`src/tdoc_pkg.sv`:
```
/*
  tdoc_pkg: register map, field layout and reset values of the trim
  output control block.
  assumes: included before every design file that uses it.
*/
package tdoc_pkg;
  // -------------------------------------------------------------------
  // sizes
  // -------------------------------------------------------------------
  localparam int unsigned N_LARGE  = 12;
  localparam int unsigned N_SMALL  = 8;
  localparam int unsigned CODE_W   = 8;
  localparam int unsigned RANGE_W  = 2;
  localparam int unsigned FIELDS   = 4;

  // -------------------------------------------------------------------
  // default page offsets
  // -------------------------------------------------------------------
  localparam logic [7:0] OFS_CODE_FIRST = 8'h00;
  localparam logic [7:0] OFS_CODE_LAST  = 8'h0b;
  localparam logic [7:0] OFS_RANGE_A    = 8'h12;
  localparam logic [7:0] OFS_RANGE_B    = 8'h13;
  localparam logic [7:0] OFS_RANGE_C    = 8'h14;

  // -------------------------------------------------------------------
  // extended page offsets
  // -------------------------------------------------------------------
  localparam logic [7:0] OFS_ENABLE_LOW  = 8'h1c;
  localparam logic [7:0] OFS_ENABLE_HIGH = 8'h1d;
  localparam logic [7:0] ENABLE_HIGH_MASK = 8'h0f;

  // -------------------------------------------------------------------
  // reset values
  // -------------------------------------------------------------------
  localparam logic [7:0] RST_CODE   = 8'h00;
  localparam logic [7:0] RST_RANGE  = 8'h00;
  localparam logic [7:0] RST_ENABLE = 8'h00;

  // -------------------------------------------------------------------
  // output span encodings, limits in millivolts
  // -------------------------------------------------------------------
  typedef enum logic [1:0] {
    TDOC_SPAN_OFF  = 2'h0,
    TDOC_SPAN_LOW  = 2'h1,
    TDOC_SPAN_MID  = 2'h2,
    TDOC_SPAN_HIGH = 2'h3
  } tdoc_span_t;

  localparam int unsigned SPAN_LOW_MIN_MV  = 400;
  localparam int unsigned SPAN_LOW_MAX_MV  = 800;
  localparam int unsigned SPAN_MID_MIN_MV  = 600;
  localparam int unsigned SPAN_MID_MAX_MV  = 1200;
  localparam int unsigned SPAN_HIGH_MIN_MV = 800;
  localparam int unsigned SPAN_HIGH_MAX_MV = 1600;
endpackage : tdoc_pkg

```
`src/tdoc_channel.sv`:
```
/*
  tdoc_channel: output stage control of one trim output.
  assumes: enable, range and code come from the register file.
*/
`timescale 1ns/100ps
`default_nettype none
module tdoc_channel
(
  input  wire logic                               clk_in,
  input  wire logic                               reset_in,
  input  wire logic                               enable_in,
  input  wire logic [tdoc_pkg::RANGE_W-1:0]       range_in,
  input  wire logic [tdoc_pkg::CODE_W-1:0]        code_in,
  output logic                                    drive_out,
  output logic                                    buffer_on_out,
  output logic [tdoc_pkg::RANGE_W-1:0]            span_out,
  output logic [tdoc_pkg::CODE_W-1:0]             level_out
);
  logic buffer_on_d;

  // zero range field switches the buffer off
  assign buffer_on_d = (range_in != tdoc_pkg::TDOC_SPAN_OFF); // RULE5

  always_ff @(posedge clk_in or posedge reset_in)
  begin
    if (reset_in)
    begin
      drive_out     <= 1'b0; // RULE1
      buffer_on_out <= 1'b0;
      span_out      <= tdoc_pkg::TDOC_SPAN_OFF;
      level_out     <= tdoc_pkg::RST_CODE;
    end
    else
    begin
      drive_out     <= enable_in & buffer_on_d; // RULE2 RULE15
      buffer_on_out <= buffer_on_d;
      span_out      <= range_in; // RULE3 RULE4
      level_out     <= code_in; // RULE11
    end
  end
endmodule : tdoc_channel
`default_nettype wire

```
`src/tdoc_top.sv`:
```
/*
  tdoc_top: register file and output control for the trim output bank.
  assumes: a serial interface front end issues single-cycle register
  strobes synchronous to clk_in; boot logic presents restored range data.
*/
// Operation
// (RULE1) every trim output is high impedance from power-up until enabled
// (RULE2) an output whose enable bit is zero stays high impedance
// (RULE3) each output offers three spans: 0.4-0.8, 0.6-1.2, 0.8-1.6 volts
// (RULE4) range code 01 low span, 10 middle span, 11 high span
// (RULE5) a zero range field or register switches the output buffer off
// (RULE6) three range registers, four 2-bit fields each, outputs 1-4, 5-8, 9-12
// (RULE7) boot restores range configuration but never the enable bits
// (RULE8) software enables each needed output after power-up in extended page
// (RULE9) first enable register bits 0-7 enable outputs 1-8
// (RULE10) second enable register bits 0-3 enable outputs 9-12, bits 7-4 reserved
// (RULE11) one 8-bit code register per output sets its level
// (RULE12) code registers are volatile and clear to zero on reset
// (RULE13) software keeps codes between 07h and F8h; 80h is centre
// (RULE14) large variant has 12 outputs, small variant 8
// (RULE15) an output drives only when enabled and its range is nonzero
`timescale 1ns/100ps
`default_nettype none
module tdoc_top
#(
  parameter bit LARGE_VARIANT = 1'b1
)
(
  input  wire logic                 clk_in,
  input  wire logic                 reset_in,
  input  wire logic                 reg_wr_in,
  input  wire logic                 reg_rd_in,
  input  wire logic                 reg_page_in,
  input  wire logic [7:0]           reg_addr_in,
  input  wire logic [7:0]           reg_wdata_in,
  output logic      [7:0]           reg_rdata_out,
  output logic                      reg_rvalid_out,
  input  wire logic                 boot_load_in,
  input  wire logic [23:0]          boot_range_in,
  output logic      [11:0]          trim_drive_out,
  output logic      [11:0]          trim_buffer_on_out,
  output logic      [23:0]          trim_span_out,
  output logic      [95:0]          trim_level_out
);
  localparam int unsigned NUM_OUT =
    LARGE_VARIANT ? tdoc_pkg::N_LARGE : tdoc_pkg::N_SMALL; // RULE14

  logic [7:0]  code_q [tdoc_pkg::N_LARGE];
  logic [7:0]  range_q [3];
  logic [7:0]  en_low_q;
  logic [7:0]  en_high_q;
  logic [11:0] en_all;
  logic [23:0] range_all;
  logic        wr_dflt;
  logic        wr_ext;

  // -------------------------------------------------------------------
  // address decoding
  // -------------------------------------------------------------------
  function automatic logic is_code(input logic [7:0] a);
    is_code = (a <= tdoc_pkg::OFS_CODE_LAST) &&
              (a < 8'(tdoc_pkg::OFS_CODE_FIRST + 8'(NUM_OUT)));
  endfunction : is_code

  function automatic logic is_range(input logic [7:0] a);
    is_range = (a == tdoc_pkg::OFS_RANGE_A) || (a == tdoc_pkg::OFS_RANGE_B) ||
               ((a == tdoc_pkg::OFS_RANGE_C) && LARGE_VARIANT);
  endfunction : is_range

  assign wr_dflt = reg_wr_in & ~reg_page_in;
  assign wr_ext  = reg_wr_in & reg_page_in;

  // -------------------------------------------------------------------
  // output code registers
  // -------------------------------------------------------------------
  always_ff @(posedge clk_in or posedge reset_in)
  begin
    if (reset_in)
    begin
      for (int i = 0; i < tdoc_pkg::N_LARGE; i++)
      begin
        code_q[i] <= tdoc_pkg::RST_CODE; // RULE12
      end
    end
    else if (wr_dflt && is_code(reg_addr_in))
    begin
      code_q[reg_addr_in[3:0]] <= reg_wdata_in; // RULE11
    end
  end

  // -------------------------------------------------------------------
  // range registers, restored at boot
  // -------------------------------------------------------------------
  always_ff @(posedge clk_in or posedge reset_in)
  begin
    if (reset_in)
    begin
      for (int i = 0; i < 3; i++)
      begin
        range_q[i] <= tdoc_pkg::RST_RANGE;
      end
    end
    else if (wr_dflt && is_range(reg_addr_in))
    begin
      range_q[2'(reg_addr_in - tdoc_pkg::OFS_RANGE_A)] <= reg_wdata_in; // RULE6
    end
    else if (boot_load_in)
    begin
      range_q[0] <= boot_range_in[7:0];
      range_q[1] <= boot_range_in[15:8];
      range_q[2] <= LARGE_VARIANT ? boot_range_in[23:16] : tdoc_pkg::RST_RANGE;
    end
  end

  // -------------------------------------------------------------------
  // enable registers, extended page, never loaded at boot
  // -------------------------------------------------------------------
  always_ff @(posedge clk_in or posedge reset_in)
  begin
    if (reset_in)
    begin
      en_low_q  <= tdoc_pkg::RST_ENABLE; // RULE7
      en_high_q <= tdoc_pkg::RST_ENABLE;
    end
    else if (wr_ext && reg_addr_in == tdoc_pkg::OFS_ENABLE_LOW)
    begin
      en_low_q <= reg_wdata_in; // RULE9
    end
    else if (wr_ext && reg_addr_in == tdoc_pkg::OFS_ENABLE_HIGH && LARGE_VARIANT)
    begin
      en_high_q <= reg_wdata_in & tdoc_pkg::ENABLE_HIGH_MASK; // RULE10
    end
  end

  // -------------------------------------------------------------------
  // read port, unmapped reads return zero
  // -------------------------------------------------------------------
  always_ff @(posedge clk_in or posedge reset_in)
  begin
    if (reset_in)
    begin
      reg_rdata_out  <= 8'h00;
      reg_rvalid_out <= 1'b0;
    end
    else
    begin
      reg_rvalid_out <= reg_rd_in;
      if (!reg_rd_in)
        reg_rdata_out <= 8'h00;
      else if (reg_page_in)
        reg_rdata_out <= (reg_addr_in == tdoc_pkg::OFS_ENABLE_LOW)  ? en_low_q :
                         (reg_addr_in == tdoc_pkg::OFS_ENABLE_HIGH) ? en_high_q : 8'h00;
      else if (is_code(reg_addr_in))
        reg_rdata_out <= code_q[reg_addr_in[3:0]];
      else if (is_range(reg_addr_in))
        reg_rdata_out <= range_q[2'(reg_addr_in - tdoc_pkg::OFS_RANGE_A)];
      else
        reg_rdata_out <= 8'h00;
    end
  end

  // -------------------------------------------------------------------
  // output channels
  // -------------------------------------------------------------------
  assign en_all    = {en_high_q[3:0], en_low_q};
  assign range_all = {range_q[2], range_q[1], range_q[0]};

  generate
    for (genvar g = 0; g < tdoc_pkg::N_LARGE; g++)
    begin : g_ch
      if (g < NUM_OUT)
      begin : g_used
        tdoc_channel u_ch
        (
          .clk_in        (clk_in),
          .reset_in      (reset_in),
          .enable_in     (en_all[g]),
          .range_in      (range_all[2*g +: 2]),
          .code_in       (code_q[g]),
          .drive_out     (trim_drive_out[g]),
          .buffer_on_out (trim_buffer_on_out[g]),
          .span_out      (trim_span_out[2*g +: 2]),
          .level_out     (trim_level_out[8*g +: 8])
        );
      end
      else
      begin : g_absent
        assign trim_drive_out[g]        = 1'b0; // RULE14
        assign trim_buffer_on_out[g]    = 1'b0;
        assign trim_span_out[2*g +: 2]  = 2'h0;
        assign trim_level_out[8*g +: 8] = 8'h00;
      end
    end
  endgenerate

  // -------------------------------------------------------------------
  // assertions
  // -------------------------------------------------------------------
  property p_hiz_until_enable;
    @(posedge clk_in) disable iff (reset_in)
    (en_all == 12'h000) ##1 (en_all == 12'h000) |-> (trim_drive_out == 12'h000);
  endproperty
  a_hiz_until_enable: assert property (p_hiz_until_enable) // RULE1
    else $error("output drives with no enable set");

  property p_disabled_hiz;
    @(posedge clk_in) disable iff (reset_in)
    !en_all[0] |=> !trim_drive_out[0];
  endproperty
  a_disabled_hiz: assert property (p_disabled_hiz) // RULE2
    else $error("output 1 drives while disabled");

  property p_span_follows;
    @(posedge clk_in) disable iff (reset_in)
    (range_q[0][3:2] == 2'h2) |=> (trim_span_out[3:2] == 2'h2);
  endproperty
  a_span_follows: assert property (p_span_follows) // RULE4
    else $error("output 2 span does not follow its field");

  property p_zero_range_off;
    @(posedge clk_in) disable iff (reset_in)
    (wr_dflt && reg_addr_in == tdoc_pkg::OFS_RANGE_A && reg_wdata_in == 8'h00
     && !boot_load_in) |=> ##1 (trim_buffer_on_out[3:0] == 4'h0);
  endproperty
  a_zero_range_off: assert property (p_zero_range_off) // RULE5
    else $error("buffers stay on after range cleared");

  property p_field_map;
    @(posedge clk_in) disable iff (reset_in)
    (range_q[1][1:0] == 2'h0) |=> !trim_buffer_on_out[4] && !trim_drive_out[4];
  endproperty
  a_field_map: assert property (p_field_map) // RULE6
    else $error("output 5 on with zero field");

  property p_boot_keeps_enables;
    @(posedge clk_in) disable iff (reset_in)
    (boot_load_in && !wr_ext) |=> $stable(en_low_q) && $stable(en_high_q);
  endproperty
  a_boot_keeps_enables: assert property (p_boot_keeps_enables) // RULE7
    else $error("boot changed enable bits");

  property p_enable_low_write;
    @(posedge clk_in) disable iff (reset_in)
    (wr_ext && reg_addr_in == tdoc_pkg::OFS_ENABLE_LOW) |=>
      (en_low_q == $past(reg_wdata_in));
  endproperty
  a_enable_low_write: assert property (p_enable_low_write) // RULE9
    else $error("enable low write lost");

  property p_reserved_zero;
    @(posedge clk_in) disable iff (reset_in)
    en_high_q[7:4] == 4'h0;
  endproperty
  a_reserved_zero: assert property (p_reserved_zero) // RULE10
    else $error("reserved enable bits set");

  property p_code_to_level;
    @(posedge clk_in) disable iff (reset_in)
    (wr_dflt && reg_addr_in == tdoc_pkg::OFS_CODE_FIRST) |=> ##1
      (trim_level_out[7:0] == $past(reg_wdata_in, 2));
  endproperty
  a_code_to_level: assert property (p_code_to_level) // RULE11
    else $error("output 1 level does not follow code write");

  property p_code_clear;
    @(posedge clk_in) $fell(reset_in) |-> (code_q[0] == 8'h00) && (code_q[11] == 8'h00);
  endproperty
  a_code_clear: assert property (p_code_clear) // RULE12
    else $error("code not cleared by reset");

  property p_variant;
    @(posedge clk_in) disable iff (reset_in)
    !LARGE_VARIANT |-> (trim_drive_out[11:8] == 4'h0);
  endproperty
  a_variant: assert property (p_variant) // RULE14
    else $error("absent output drives on small variant");

  property p_drive_cause;
    @(posedge clk_in) disable iff (reset_in)
    trim_drive_out[7] |-> $past(en_all[7]) && ($past(range_q[1][7:6]) != 2'h0);
  endproperty
  a_drive_cause: assert property (p_drive_cause) // RULE15
    else $error("output 8 drives without enable and range");

  c_enable_one: cover property (@(posedge clk_in) disable iff (reset_in)
    $rose(trim_drive_out[0]));
  c_high_drive: cover property (@(posedge clk_in) disable iff (reset_in)
    trim_drive_out[11]);
  c_read_enable: cover property (@(posedge clk_in) disable iff (reset_in)
    reg_rvalid_out && reg_rdata_out != 8'h00);
endmodule : tdoc_top
`default_nettype wire

```
`config.mk`:
```
export PLATFORM = sky130hd
export DESIGN_NAME = tdoc_top
export DESIGN_NICKNAME = d
export VERILOG_FILES = /design/src/tdoc_pkg.sv /design/src/tdoc_channel.sv /design/src/tdoc_top.sv
export SDC_FILE = /design/constraint.sdc
export NUM_CORES = 1
export LEC_CHECK = 0
export BUFFER_PORTS_ARGS = -buffer_cell sky130_fd_sc_hd__buf_2
export CAP_MARGIN = 20
export CORE_MARGIN = 5
export CORE_UTILIZATION = 50
export DETAILED_ROUTE_END_ITERATION = 7
export PLACE_DENSITY = 0.78
export SYNTH_ARGS = -nofsm -noshare
export SYNTH_HDL_FRONTEND = slang
export SYNTH_HIERARCHICAL = 1
export SYNTH_SLANG_ARGS = --single-unit
export TNS_END_PERCENT = 10
```
`constraint.sdc`:
```
create_clock -name clk_in -period 11.4 [get_ports clk_in]
set_input_delay 1.14 -clock clk_in [delete_from_list [all_inputs] [get_ports clk_in]]
set_output_delay 1.14 -clock clk_in [all_outputs]
set_load 0.01 [all_outputs]
```
==> results.toml, run 1 <==
[outcome]
status = "finished clean"

[critical_path]
cp_top_family = "compound AO/OA/AOI/OAI gates"
max_stage_delay_ps = 720
arrival_ps = 4150
critPathRequiredTime_ps = 11810
cp-end-kind = "flop"
timing.rr.start = "en_high_q[2]"
ff2ff_path_depth = 3
cp_num_buf_inv = 2
r2r-end = "reg_rdata_out[2]"
path_class = "in -> reg"
path_max_fanout = 62
path_cells = "buf_2 -> buf_4 -> or3b_1 -> a2111o_1 -> nand2_1 -> o221a_2"
critPathSlowestCell = "buf_4"
reg2reg_slack_ps = 9750
start_kind = "input port"

[sta]
grt_setup_unrepaired = "no"
fmax_mhz = 267
tightest_slew_ps = 1070
setup_ws_ps = 7660
finalCriticalPeriod_ps = 3740
maxSlewViolCount = 0
fin_skew_ps = 24.5
fin_setup_tns_ps = 0
whs_ps = 389
hold_viol = 0
setup_violations = 0
relSlewSlack_pct = 27.9
fin_crit_sh_pct = 32.8

[hold_path]
holdPathEnd = "g_ch[0].g_used.u_ch/level_out[5]"
hold_class = "reg -> reg"
min_from = "code_q[93]"
min_path_cells = 0

[finish]
syn_to_final_growth_pct = 20.9
final_area_mm2 = 0.0128
nFillCells = 1543
drive_above_1_share_pct = 44.5
nNetsFinal = 917

[pwr]
combPwrFrac_pct = 6.6
fin_total_pwr_mw = 2.21
swShare_pct = 22.8
power_switching_mw = 0.505
power.leakage_nw = 6.53
peakVddDrop_v = 0.000134
p_seq_share_pct = 48.9
p_per_area_mw_per_mm2 = 173
p_clk_share_pct = 44.6
p_int_mw = 1.71

[global_routing]
use_met2_pct = 36.9
first_global_vias = 7152
met3_usage_pct = 5.42
use_met1_pct = 32.9
grt_pass1_wl_um = 43400
antenna_found_initial = 4
overflow = 0
grt_max_degree = 88
globalRouteTotalUtil_pct = 23.6
grt-busiest-layer = "met2"

[clocking]
cts_tree = "done"
cts_resized = 0
numCtsBuffers = 27
cts_sinks = 285
postCtsSetupBuffers = 0
cts_hold_buf = 0
cts_root_buf = "clkbuf_16"
clkTransAtPathRegs_ps = 70
htreeDepth = 1
clkLatencyLatePin_ps = 540
cts_max_path_buffers = 3

[place]
globalplace.congestion = 0.936
placed_cell_area_mm2 = 0.0117
dp_slack_ps = 7230
io_buffers = 198
dp_hpwl_um = 19600

[synth]
ys_ff_latch = 285
yosysSeqAreaShare_pct = 67.6
yosysWarnings = 6
synthArstFlopShare_pct = 100
yosysUniqueCellTypes = 41
syn_area_mm2 = 0.0106
yosysMostFrequentCell = "dfrtp_1"
synth.area.top_cells = "dfrtp_1, mux2_2, mux2i_1"
synth_top_cell_by_area = "dfrtp_1"
syn_nets = 723
synth-main-ff-cell = "dfrtp_1"
synth_cells = 677
synth_edf_count = 0
yosysTopAreaCellShare_pct = 67.6
synth_area_per_cell_um2 = 15.6
synth_common_cells = "dfrtp_1, mux2_2, mux2i_1"

[drt]
totalWireLength_um = 28300
drtAntennaViolNets = 0
drc = 0
post_drt_wl_per_cell_um = 24.1
num_vias = 6701
drtIter0Drc = 484
firstDrtPassIters = 7
drt-vias-per-instance = 5.72

[floorplan]
die_x_um = 155
core_region_area_mm2 = 0.0209
initial_utilization_pct = 50.5
ios = 199
die_h_um = 155
row_count = 53
die_area_mm2 = 0.0241

[flow_run]
maxCapViolCount = 0
[cells by family (layout without fill, tap and decap cells)]
group / count (synthesis) / after routing / synth area share, %
AND/OR/NAND/NOR: 100 / 100 / 5.84
multiplexers: 163 / 163 / 17.8
other: 0 / 4 / 0
flip-flops: 285 / 285 / 67.6
AO/OA/AOI/OAI: 78 / 78 / 6.49
buffers and inverters: 51 / 266 / 2.26
[how the worst max path moves through the flow]
| stage | startpoint | end | slack, ps | cells past startpoint |
|---|---|---|---|---|
| floorplan | reset_in | code_q[0] | 6480 | 1 |
| global placement | reg_addr_in[1] | range_all[1] | 7340 | 6 |
| detailed placement | reg_addr_in[1] | range_all[3] | 7230 | 6 |
| CTS | reg_addr_in[1] | range_all[0] | 7750 | 6 |
| global route | reg_addr_in[1] | range_all[0] | 7490 | 6 |
| finish | reg_addr_in[1] | range_all[0] | 7660 | 6 |
[layout make-up]
| class | instances | area [um2] | area share (%) |
|---|---|---|---|
| diodes | 4 | 10.0 | 0.0784 |
| clock inverters | 20 | 299 | 2.34 |
| repair buffers | 202 | 1040 | 8.16 |
| flip-flops and latches | 285 | 7130 | 55.9 |
| well taps | 275 | 344 | 2.70 |
| multi-input cells | 341 | 3180 | 24.9 |
| inverters | 14 | 55.1 | 0.431 |
| clock buffers | 30 | 697 | 5.46 |
[flip-flops by register name (all words and copies together), names as in the netlist]
signal,count
code_q,96
g_ch.g_used.u_ch/level_out,96
g_ch.g_used.u_ch/span_out,24
range_all,24
g_ch.g_used.u_ch/buffer_on_out,12
g_ch.g_used.u_ch/drive_out,12
en_low_q,8
reg_rdata_out,8
en_high_q,4
reg_rvalid_out,1
[per-stage QoR]
| stage | instances | util, % |
|---|---|---|
| after floorplan | 677 | - |
| after global placement | 1116 | 56.1 |
| after detailed placement | 1116 | 56.1 |
| after CTS | 1166 | 60.9 |
| after global routing | 1171 | 61.1 |
| final | 1171 | 61.1 |
[layout by cell type (no fill, tap or decap), types with 4 or more instances in the layout]
master,instances
mux2_2,108
a22oi_1,16
nor2_1,6
nand2b_1,12
mux2i_1,44
mux4_2,8
bufinv_16,7
or2_1,12
buf_2,198
o21a_1,12
o221a_2,16
or3_1,20
nand4_1,12
clkbuf_16,27
or4_2,4
or3_2,4
nand2_1,12
inv_1,13
o221a_1,8
nor2b_1,4
o2bb2ai_1,8
diode_2,4
clkinv_2,6
a21oi_1,8
a221oi_1,8
dfrtp_1,285
[per-layer routing]
layer / up-vias / part of all wire [%]
met3: 63 / 8.7
li1: 2858 / -
met1: 3453 / 40
met5: - / 0
met2: 327 / 48
met4: 0 / 3.4
[power by group through the flow]
stage / Sequential (mW) / Clock, mW / Combinational (mW)
3_5_place_dp: 1.10 / 0 / 0.144
5_1_grt: 1.08 / 1.05 / 0.157
3_3_place_gp: 1.10 / 0 / 0.141
2_1_floorplan: 1.10 / 0 / 0.0721
4_1_cts: 1.08 / 0.997 / 0.144
6_report: 1.08 / 0.987 / 0.145
Power figures use the tool's default switching activity.
==> run 2: changes to the inputs <==
--- a/config.mk
+++ b/config.mk
@@ -5,12 +5,13 @@
 export SDC_FILE = /design/constraint.sdc
 export NUM_CORES = 1
 export LEC_CHECK = 0
+export ABC_AREA = 1
 export BUFFER_PORTS_ARGS = -buffer_cell sky130_fd_sc_hd__buf_2
 export CAP_MARGIN = 20
 export CORE_MARGIN = 5
 export CORE_UTILIZATION = 50
 export DETAILED_ROUTE_END_ITERATION = 7
-export PLACE_DENSITY = 0.78
+export PLACE_DENSITY = 0.81
 export SYNTH_ARGS = -nofsm -noshare
 export SYNTH_HDL_FRONTEND = slang
 export SYNTH_HIERARCHICAL = 1
==> constraint.sdc (replaced) <==
create_clock -name clk_in -period 3.4 [get_ports clk_in]
set_input_delay 0.34 -clock clk_in [delete_from_list [all_inputs] [get_ports clk_in]]
set_output_delay 0.34 -clock clk_in [all_outputs]
set_load 0.01 [all_outputs]
==> results.toml, run 2 <==
[critical_path]
ff2ff_path_depth = 12
startpoint = "reg_addr_in[0]"
critPathSlowestCell = "nor2_8"
path_max_fanout = 28
arrival_ps = 2480
max_stage_delay_ps = 430
critPathRequiredTime_ps = 3870
path_cells = "buf_2 -> nor2_8 -> nand2_1 -> o21ai_1 -> nand2_1 -> inv_2 -> nand2_4 -> nand2_4 -> nand3_1 -> nand3_1"
reg2reg_slack_ps = 2050
r2r-end = "reg_rdata_out[0]"
cp_top_family = "simple AND/OR/NAND/NOR gates"
cp_num_buf_inv = 2
start_kind = "input port"
timing.rr.start = "code_q[72]"
path_class = "in -> reg"
cp-end-kind = "flop"

[finish]
finalNonFillerCells = 1563
multi_input_area_mm2 = 0.00314
final_common_cell = "dfrtp_1"
drive_above_1_share_pct = 23.0
nNetsFinal = 1312
final_cell_mix = "dfrtp_1, nand2_1, buf_2"
syn_to_final_growth_pct = 19.2
seqCellArea_mm2 = 0.00713
top_regs = "code_q (96), g_ch.g_used.u_ch/level_out (96)"
nFillCells = 1698

[clocking]
clkLatencyLatePin_ps = 540
cts_tree = "done"
numCtsBuffers = 27
htreeDepth = 1
clkTransAtPathRegs_ps = 70
cts_root_buf = "clkbuf_16"
cts_resized = 0
cts_max_path_buffers = 3
cts_sinks = 285

[outcome]
status = "finished clean"

[global_routing]
grt_max_degree = 118
antenna_found_initial = 1
globalRouteTotalUtil_pct = 24.8
grt_pass1_wl_um = 47000
first_global_vias = 8373
overflow = 0

[drt]
totalWireLength_um = 30700
drt-vias-per-instance = 5.50
post_drt_wl_per_cell_um = 19.6
drtIter0Drc = 884
drc = 0
firstDrtPassIters = 6
drtAntennaViolNets = 0
num_vias = 8603

[synth]
synth_cells = 1086
synth_area_per_cell_um2 = 9.96
yosysTopAreaCellShare_pct = 65.9
yosysUniqueCellTypes = 27
yosysSeqAreaShare_pct = 65.9
synth_top_cell_by_area = "dfrtp_1"
synthArstFlopShare_pct = 100
synth-main-ff-cell = "dfrtp_1"
yosysMostFrequentCell = "dfrtp_1"
synth_edf_count = 0
synth_common_cells = "dfrtp_1, nand2_1, nor2_1"
ys_ff_latch = 285
yosysWarnings = 6
synth.area.top_cells = "dfrtp_1, nand2_1, nand3_1"
syn_area_mm2 = 0.0108
syn_nets = 1132

[pwr]
peakVddDrop_v = 0.000347
fin_total_pwr_mw = 7.30
p_per_area_mw_per_mm2 = 566
power.leakage_nw = 6.81

[sta]
fin_skew_ps = 12.9
grt_setup_unrepaired = "no"
setup_violations = 0
finalCriticalPeriod_ps = 2000
maxSlewViolCount = 0
tightest_slew_ps = 748
fin_crit_sh_pct = 58.9
fmax_mhz = 499
hold_viol = 0
relSlewSlack_pct = 50.1
fin_setup_tns_ps = 0
whs_ps = 47.4

[floorplan]
core_region_area_mm2 = 0.0212
die_x_um = 157
die_area_mm2 = 0.0247
die_h_um = 157
initial_utilization_pct = 51.1
row_count = 53
ios = 199

[flow_run]
maxCapViolCount = 0

[hold_path]
min_path_cells = 3
holdPathEnd = "range_all[12]"
hold_class = "in -> reg"
min_from = "boot_range_in[12]"

[place]
dpl.cell_count = 1511
globalplace.congestion = 0.954
dp_hpwl_um = 21700
io_buffers = 198
run 2: cell count changes after synthesis, sizes merged, moves of 13 or more:
cell	previous run	this run
a22oi	16	0
mux2i	44	0
nand2	12	290
o221a	24	0
inv	14	71
nand3	0	90
buf	20	38
nor2	6	129
o21ai	0	123
mux2	111	0
or2	13	0
nand4	12	36
or3	24	0
run 2: worst min-delay path, stage by stage:
cell,delay (ps)
buf_2,70
nand3_1,70
nand3_1,80
run 2: cell families after synthesis:
logic type	count (synthesis)	synth area share (%)
buffers and inverters	125	5.04
and+or+nand+nor	548	23.1
AOI/OAI and AO/OA	128	5.92
DFF	285	65.9
run 2: worst max path at each step:
stage                    endpoint  slack [ps]  cells after the start
floorplan               code_q[0]        1300                      1
global placement     range_all[6]        1050                     10
detailed placement   range_all[9]         950                     10
CTS                  range_all[8]        1450                     10
global route        range_all[23]        1220                     10
finish               range_all[8]        1400                     10
run 2: cell type report:
cell class                      instances  area share, %
Sequential cell                       285           55.3
Multi-Input combinational cell        676           24.4
Clock inverter                         15           1.43
Timing Repair Buffer                  203           8.09
Antenna cell                            1         0.0194
Tap cell                              275           2.67
Clock buffer                           35           5.94
Inverter                               73           2.17
run 2: layer usage:
metal	vias up	track usage, %	share of wire, %
met4	2	9.42	4.0
met3	103	5.39	10
li1	3851	-	-
met2	490	39.0	47
met5	-	0	0.062
met1	4157	34.2	39
run 2: stage by stage:
step                      area, um2  util [%]  setup slack [ps]
after CTS                     12900      60.9              1450
final                         12900      60.9              1400
after floorplan               10800         -              1300
after detailed placement      11900      56.4               950
after global routing          12900      60.9              1220
after global placement        11900      56.4              1050
run 2: timing repair:
item	CTS	global route
hold endpoints to repair	111	0
hold buffers	1	0
buffers inserted	0	0
run 2: report_power, final:
group	internal, mW	switching, mW
Sequential	3.52	0.0985
Combinational	0.157	0.376
Clock	1.89	1.26
